## src/core/lcd_rot_pkg.sv

```systemverilog
// Constants for the panel power and rotation address block
// How it works
// - Clearing the blank bit turns the panel interface signals on, setting it shuts them down.
// - The two-bit rotation field turns the image counter-clockwise by 0, 90, 180 or 270 degrees.
// - Rotation works the same at 1, 2, 4, 8 and 16 bits per pixel.
// - The main start address is a 17-bit dword address in three byte registers, zero is buffer start.
// - The line offset is a 10-bit dword stride between image lines in two byte registers.
package lcd_rot_pkg;
  localparam int ADDR_W = 17;
  localparam int OFFS_W = 10;
  localparam int IDX_W  = 9;

  typedef logic [ADDR_W-1:0] dword_addr_t;
  typedef logic [OFFS_W-1:0] line_offset_t;
  typedef logic [IDX_W-1:0]  reg_idx_t;

  typedef enum logic [1:0] {
    ROT_0   = 2'b00,
    ROT_90  = 2'b01,
    ROT_180 = 2'b10,
    ROT_270 = 2'b11
  } rot_mode_t;

  // Register indices; byte address is four times the index
  localparam reg_idx_t IDX_DISP_CTRL   = 9'h070;
  localparam reg_idx_t IDX_EFFECTS     = 9'h071;
  localparam reg_idx_t IDX_START_LO    = 9'h074;
  localparam reg_idx_t IDX_START_MID   = 9'h075;
  localparam reg_idx_t IDX_START_HI    = 9'h076;
  localparam reg_idx_t IDX_OFFSET_LO   = 9'h078;
  localparam reg_idx_t IDX_OFFSET_HI   = 9'h079;
  localparam reg_idx_t IDX_BIAS_CTRL   = 9'h07A;
  localparam reg_idx_t IDX_FETCH_STAT  = 9'h07B;

  localparam int BLANK_BIT  = 7;
  localparam int DEPTH_LSB  = 0;
  localparam int DEPTH_W    = 3;
  localparam int ROT_LSB    = 0;
  localparam int ROT_W      = 2;
  localparam int START_HI_BIT = 16;

  localparam logic [7:0] DISP_CTRL_MASK  = 8'h87;
  localparam logic [7:0] EFFECTS_MASK    = 8'hD3;
  localparam logic [7:0] DISP_CTRL_RESET = 8'h80;
  localparam logic [7:0] EFFECTS_RESET   = 8'h00;

  localparam logic [1:0] HTRANS_NONSEQ = 2'b10;
  localparam logic       HRESP_OKAY    = 1'b0;
endpackage

```

## src/core/fetch_if.sv

```systemverilog
// Link between register file and the fetch address walker
`timescale 1ns/100ps
interface fetch_if;
  import lcd_rot_pkg::*;
  dword_addr_t  start;
  line_offset_t line_off;
  rot_mode_t    mode;
  logic         frame_start;
  logic         step;
  logic         line_end;
  dword_addr_t  fetch_addr;
  rot_mode_t    cur_mode;

  modport ctl  (output start, line_off, mode, frame_start, step, line_end,
                input  fetch_addr, cur_mode);
  modport walk (input  start, line_off, mode, frame_start, step, line_end,
                output fetch_addr, cur_mode);
endinterface

```

## src/core/lcd_rotation_power_seq.sv

```systemverilog
// Panel power gating and rotation address registers behind AHB-Lite
//
// Decided for this implementation: the AHB-Lite register port.
`timescale 1ns/100ps
module lcd_rotation_power_seq
(
  input  wire logic                       clk_in,
  input  wire logic                       rst_in,
  input  wire logic                       hsel_in,
  input  wire logic [31:0]                haddr_in,
  input  wire logic [1:0]                 htrans_in,
  input  wire logic                       hwrite_in,
  input  wire logic [2:0]                 hsize_in,
  input  wire logic [31:0]                hwdata_in,
  input  wire logic                       hready_in,
  output logic      [31:0]                hrdata_out,
  output logic                            hreadyout_out,
  output logic                            hresp_out,
  input  wire logic                       frame_start_in,
  input  wire logic                       fetch_step_in,
  input  wire logic                       line_end_in,
  output lcd_rot_pkg::dword_addr_t        fetch_addr_out,
  output lcd_rot_pkg::rot_mode_t          rotation_mode_out,
  output logic [lcd_rot_pkg::DEPTH_W-1:0] color_depth_out,
  output logic                            panel_signals_on_out,
  output logic                            general_output_pin_out
);
  import lcd_rot_pkg::*;

  typedef struct packed {
    logic         wr_pend;
    reg_idx_t     wr_idx;
    logic [31:0]  rdata;
    logic [7:0]   disp_ctrl;
    logic [7:0]   effects;
    dword_addr_t  start;
    line_offset_t line_off;
    logic         bias_on;
  } regs_state_t;

  regs_state_t state_reg;
  regs_state_t state_next;

  fetch_if fetch ();

  lcd_fetch_walker walker
  (
    .clk_in (clk_in),
    .rst_in (rst_in),
    .fetch  (fetch.walk)
  );

  // Narrow registers sit in the low byte; unmapped words read as zero
  function automatic logic [31:0] read_reg(reg_idx_t idx, regs_state_t r,
                                           rot_mode_t live_mode);
    logic [7:0] b;
    b = 8'h00;
    case (idx)
      IDX_DISP_CTRL:  b = r.disp_ctrl;
      IDX_EFFECTS:    b = r.effects;
      IDX_START_LO:   b = r.start[7:0];
      IDX_START_MID:  b = r.start[15:8];
      IDX_START_HI:   b = {7'h00, r.start[START_HI_BIT]};
      IDX_OFFSET_LO:  b = r.line_off[7:0];
      IDX_OFFSET_HI:  b = {6'h00, r.line_off[OFFS_W-1:8]};
      IDX_BIAS_CTRL:  b = {7'h00, r.bias_on};
      IDX_FETCH_STAT: b = {6'h00, live_mode};
      default:        b = 8'h00;
    endcase
    return {24'h000000, b};
  endfunction

  always_comb
  begin
    state_next = state_reg;
    // Data phase of a write accepted on the previous edge
    if (state_reg.wr_pend)
    begin
      case (state_reg.wr_idx)
        IDX_DISP_CTRL:
          state_next.disp_ctrl = hwdata_in[7:0] & DISP_CTRL_MASK;
        IDX_EFFECTS:
          state_next.effects = hwdata_in[7:0] & EFFECTS_MASK;
        IDX_START_LO:
          state_next.start[7:0] = hwdata_in[7:0];
        IDX_START_MID:
          state_next.start[15:8] = hwdata_in[7:0];
        IDX_START_HI:
          state_next.start[START_HI_BIT] = hwdata_in[0];
        IDX_OFFSET_LO:
          state_next.line_off[7:0] = hwdata_in[7:0];
        IDX_OFFSET_HI:
          state_next.line_off[OFFS_W-1:8] = hwdata_in[1:0];
        IDX_BIAS_CTRL:
          state_next.bias_on = hwdata_in[0];
        default:
          state_next.bias_on = state_reg.bias_on;
      endcase
    end
    state_next.wr_pend = 1'b0;
    // Zero wait states: read data is fetched at the address phase edge.
    // It is taken from the post-write copy so a read right behind a
    // write to the same word returns the new value.
    if (hsel_in && (htrans_in == HTRANS_NONSEQ) && hready_in)
    begin
      state_next.wr_pend = hwrite_in;
      state_next.wr_idx  = haddr_in[IDX_W+1:2];
      if (!hwrite_in)
        state_next.rdata = read_reg(haddr_in[IDX_W+1:2], state_next,
                                    fetch.cur_mode);
    end
  end

  always_ff @(posedge clk_in)
  begin
    if (rst_in)
    begin
      state_reg           <= '0;
      state_reg.disp_ctrl <= DISP_CTRL_RESET;
      state_reg.effects   <= EFFECTS_RESET;
    end
    else
    begin
      state_reg <= state_next;
    end
  end

  // Walker takes these only on frame start, so a half-written
  // multi-byte value mid-frame never reaches the fetch address
  assign fetch.start       = state_reg.start;
  assign fetch.line_off    = state_reg.line_off;
  assign fetch.mode        = rot_mode_t'(state_reg.effects[ROT_LSB +: ROT_W]);
  assign fetch.frame_start = frame_start_in;
  assign fetch.step        = fetch_step_in;
  assign fetch.line_end    = line_end_in;

  assign hrdata_out    = state_reg.rdata;
  assign hreadyout_out = 1'b1;
  assign hresp_out     = HRESP_OKAY;

  assign fetch_addr_out    = fetch.fetch_addr;
  assign rotation_mode_out = fetch.cur_mode;
  assign color_depth_out   = state_reg.disp_ctrl[DEPTH_LSB +: DEPTH_W];
  // Signals stay off while blanked; sequencing against the bias output
  // is left to software, the hardware imposes no delay between them
  assign panel_signals_on_out   = ~state_reg.disp_ctrl[BLANK_BIT];
  assign general_output_pin_out = state_reg.bias_on;
endmodule

```

## src/core/lcd_fetch_walker.sv

```systemverilog
// Display buffer fetch address walker with rotation
`timescale 1ns/100ps
module lcd_fetch_walker
(
  input  wire logic clk_in,
  input  wire logic rst_in,
  fetch_if.walk     fetch
);
  import lcd_rot_pkg::*;

  typedef struct packed {
    rot_mode_t    mode;
    line_offset_t off;
    dword_addr_t  base;
    dword_addr_t  addr;
  } walk_state_t;

  walk_state_t state_reg;
  walk_state_t state_next;

  // Step in dwords; along the output line or from one line to the next.
  // Rotation only changes the walk order, so every colour depth is served
  // by the same arithmetic.
  function automatic dword_addr_t step_of(rot_mode_t m, line_offset_t o,
                                          logic along);
    dword_addr_t one;
    dword_addr_t stride;
    dword_addr_t res;
    one    = dword_addr_t'(1);
    stride = dword_addr_t'(o);
    case (m)
      ROT_0:   res = along ? one : stride;
      ROT_90:  res = along ? stride : dword_addr_t'(-one);
      ROT_180: res = along ? dword_addr_t'(-one) : dword_addr_t'(-stride);
      ROT_270: res = along ? dword_addr_t'(-stride) : one;
      default: res = one;
    endcase
    return res;
  endfunction

  always_comb
  begin
    state_next = state_reg;
    if (fetch.frame_start)
    begin
      state_next.mode = fetch.mode;
      state_next.off  = fetch.line_off;
      state_next.base = fetch.start;
      state_next.addr = fetch.start;
    end
    else if (fetch.line_end)
    begin
      state_next.base = dword_addr_t'(state_reg.base
                        + step_of(state_reg.mode, state_reg.off, 1'b0));
      state_next.addr = state_next.base;
    end
    else if (fetch.step)
    begin
      state_next.addr = dword_addr_t'(state_reg.addr
                        + step_of(state_reg.mode, state_reg.off, 1'b1));
    end
  end

  always_ff @(posedge clk_in)
  begin
    if (rst_in)
      state_reg <= '0;
    else
      state_reg <= state_next;
  end

  assign fetch.fetch_addr = state_reg.addr;
  assign fetch.cur_mode   = state_reg.mode;
endmodule

```

## config.mk

```make
export PLATFORM = sky130hd
export DESIGN_NAME = lcd_rotation_power_seq
export DESIGN_NICKNAME = d
export VERILOG_FILES = /design/src/core/lcd_rot_pkg.sv /design/src/core/fetch_if.sv /design/src/core/lcd_rotation_power_seq.sv /design/src/core/lcd_fetch_walker.sv
export SDC_FILE = /design/constraint.sdc
export NUM_CORES = 1
export LEC_CHECK = 0
export BUFFER_PORTS_ARGS = -buffer_cell sky130_fd_sc_hd__buf_2
export CORE_MARGIN = 2
export CORE_UTILIZATION = 51
export CTS_CLUSTER_DIAMETER = 150
export DETAILED_ROUTE_END_ITERATION = 10
export GPL_TIMING_DRIVEN = 1
export PLACE_DENSITY = 0.89
export RECOVER_POWER = 100
export SYNTH_ARGS = -nofsm -noshare
export SYNTH_HDL_FRONTEND = slang
export SYNTH_SLANG_ARGS = --single-unit
export TNS_END_PERCENT = 50
```

## constraint.sdc

```tcl
create_clock -name clk_in -period 3.35 [get_ports clk_in]
set_input_delay 0.335 -clock clk_in [delete_from_list [all_inputs] [get_ports clk_in]]
set_output_delay 0.335 -clock clk_in [all_outputs]
set_load 0.01 [all_outputs]
```

==> impl_metrics.toml <==
[drt]
drt_pass1_iterations = 6
drt_wl_total_um = 20200
wire_per_inst_um = 18.6
drt-initial-drc-count = 829
drc = 0
vias = 6832
ant_nets = 0
avgViaCountPerCell = 6.30

[placement]
io_buffers = 58
gp_congestion = 0.965
place_hpwl_um = 13300
place_inst = 1060

[final_layout]
antenna_cells = 0
n_fill_cell = 1031
final_cell_mix = "106 x dfxtp_1, 103 x nor2_1, 82 x nand2_1"
syn_to_final_growth_pct = 14.6
layout_commonest_cell = "dfxtp_1"
largest_register_ffs = 27
drive_gt1_frac = 0.185
stdcell_count = 1085
nets = 1016
final_util = 0.596

[timing]
maxSlewHeadroom = 0.535
fin_ws_ps = -298
clock_skew_ps = 12.9
final.min_clock_period_ps = 3650
worst_pin_slew_ps = 698
timing.fmax_mhz = 274
drv_slew = 0
setup_viol = 13
finalCritPeriodShare = 1.09
rsz0062_at_grt = "true"
finalHoldViolations = 0
holdWs_ps = 213

[global_routing]
grt_pass1_wl_um = 31100
grt_pass1_vias = 6304
track_usage = 0.267
overflow = 0
antenna_found_initial = 0
grt_start_max_net_pins = 63

[power]
p_per_area_mw_per_mm2 = 333
worst_ir_drop_vdd_mv = 0.212
p_switching_mw = 0.684
p_clk_frac = 0.441
intPower_mw = 1.94
leakage_nw = 3.49
power_frac_seq = 0.495
swShare = 0.260
combPwrFrac = 0.064

[clock_tree]
htreeDepth = 3
postCtsHoldBufs = 0
insertion_delay_ps = 370
cts_root_buffer = "clkbuf_16"
cts_sinks = 108
clk_pin_slew_ps = 80
numCtsBuffers = 9
cts_tree = "yes"
clockBufferDepth = 2

[worst_setup_path]
critPathKind = "register to register"
timing.rr.start = "walker.state_reg[36]"
crit_path_end_kind = "register"
r2r_cells = 16
reg2reg_slack_ps = -300
r2r_end = "walker.fetch.fetch_addr[16]"
arrival_ps = 3860
cp_max_fo = 3
start_kind = "register"
cp.required_ps = 3560

[hold_path]
worstHoldStart = "haddr_in[8]"
min_to = "state_reg[82]"
hp-class = "primary input to register"
min_path_cells = 3

[yosys]
syn_area_sq_mm = 0.00690
ys_seq_area_frac = 0.314
synth_warnings = 0
synth_seq_cells = 108
async_reset_ff_frac = 0
synth_edf_count = 0
avgSynthCellArea_sq_um = 8.13
synth_cell_types = 73
synthCells = 848
yosys_most_used_dff = "dfxtp_1"

[floorplan]
die_area_sq_mm = 0.0145
core-area_sq_mm = 0.0132
pin_count = 135
row_count = 42
die_w_um = 120
start_util = 0.521
die_h_um = 120

[run_status]
outcome = "complete, but fails checks"
failed_checks = "setup timing"

[job]
maxCapViolations = 0
[logic make-up after synthesis]
family / after synthesis / synth area share
adder cells (fa/ha/maj): 35 / 0.0657
multiplexers: 54 / 0.0786
AO/OA/AOI/OAI: 227 / 0.217
AND/OR/NAND/NOR: 278 / 0.199
flip-flops: 108 / 0.314
XOR/XNOR: 23 / 0.0292
other: 2 / 0.00109
buffers and inverters: 121 / 0.0965
[cell usage after synthesis (all sizes together), types with 12 or more instances]
cell / number / area share
a211oi: 12 / 0.013
a21oi: 66 / 0.048
a22oi: 16 / 0.017
buf: 62 / 0.064
clkbuf: 34 / 0.019
dfxtp: 108 / 0.31
ha: 33 / 0.060
inv: 25 / 0.014
mux2i: 53 / 0.077
nand2: 85 / 0.048
nor2: 105 / 0.057
nor3: 23 / 0.020
o21ai: 48 / 0.035
xnor2: 13 / 0.017
[metrics by stage]
stage                     power [mW]  setup slack [ps]  cell area (sq um)  TNS (ps)
final                           2.63              -298               7900     -1940
after global routing            2.69              -385               7900     -3000
after CTS                       2.63              -102               7770      -285
after detailed placement        1.49              -117               7330      -580
after global placement          1.49             -71.7               7330      -213
after floorplan                 1.46              -107               7010      -107
[critical path, stage by stage, from the launching register on]
cell and delay [ps]:
dfxtp_2 340, nor3_4 190, nand2_2 90, or3_4 390
or3_4 390, buf_4 160, a211oi_2 250, a21oi_2 70
ha_4 170, nor4_1 310, and3_2 300, buf_4 120
o211ai_1 80, a31oi_1 190, xnor2_1 100, a22oi_1 220
a31oi_1 130
[timing repair]
action | 4_1_cts | 5_1_grt
buffers inserted | 6 | 3
hold endpoints to repair | 0 | 0
gates resized for setup | 25 | 26
setup endpoints to repair | 12 | 15
pin swaps | 24 | 25
[metal layers]
| layer | vias up | GRT usage | share of wire |
|---|---|---|---|
| met5 | - | 0 | 0 |
| met4 | 0 | 0.133 | 0.059 |
| met3 | 113 | 0.0505 | 0.095 |
| met2 | 482 | 0.451 | 0.46 |
| met1 | 3176 | 0.325 | 0.38 |
| li1 | 3061 | - | - |
[layout make-up]
class | count | area, sq um | share of cell area
Tap cell | 176 | 220 | 0.0279
Multi-Input combinational cell | 643 | 4400 | 0.557
Clock buffer | 9 | 225 | 0.0285
Clock inverter | 7 | 95.1 | 0.0120
Sequential cell | 108 | 2160 | 0.274
Timing Repair Buffer | 117 | 702 | 0.0889
Inverter | 25 | 93.8 | 0.0119
[power by group through the flow]
stage | sequential (mW) | combinational, mW | clock (mW)
2_1_floorplan | 1.33 | 0.135 | 0
3_3_place_gp | 1.33 | 0.156 | 0
3_5_place_dp | 1.33 | 0.158 | 0
4_1_cts | 1.30 | 0.160 | 1.16
5_1_grt | 1.30 | 0.179 | 1.21
6_report | 1.30 | 0.168 | 1.16
[worst max-delay path by stage]
stage,from,endpoint,slack (ps),cells after the start
after floorplan,walker.state_reg[37],walker.fetch.fetch_addr[16],-110,15
after global placement,walker.state_reg[36],walker.fetch.fetch_addr[16],-70,16
after detailed placement,walker.state_reg[36],walker.fetch.fetch_addr[15],-120,17
after CTS,walker.state_reg[37],walker.fetch.fetch_addr[16],-100,16
after global routing,walker.state_reg[36],walker.fetch.fetch_addr[16],-380,14
final,walker.state_reg[36],walker.fetch.fetch_addr[16],-300,16
Power figures use the tool's default switching activity.
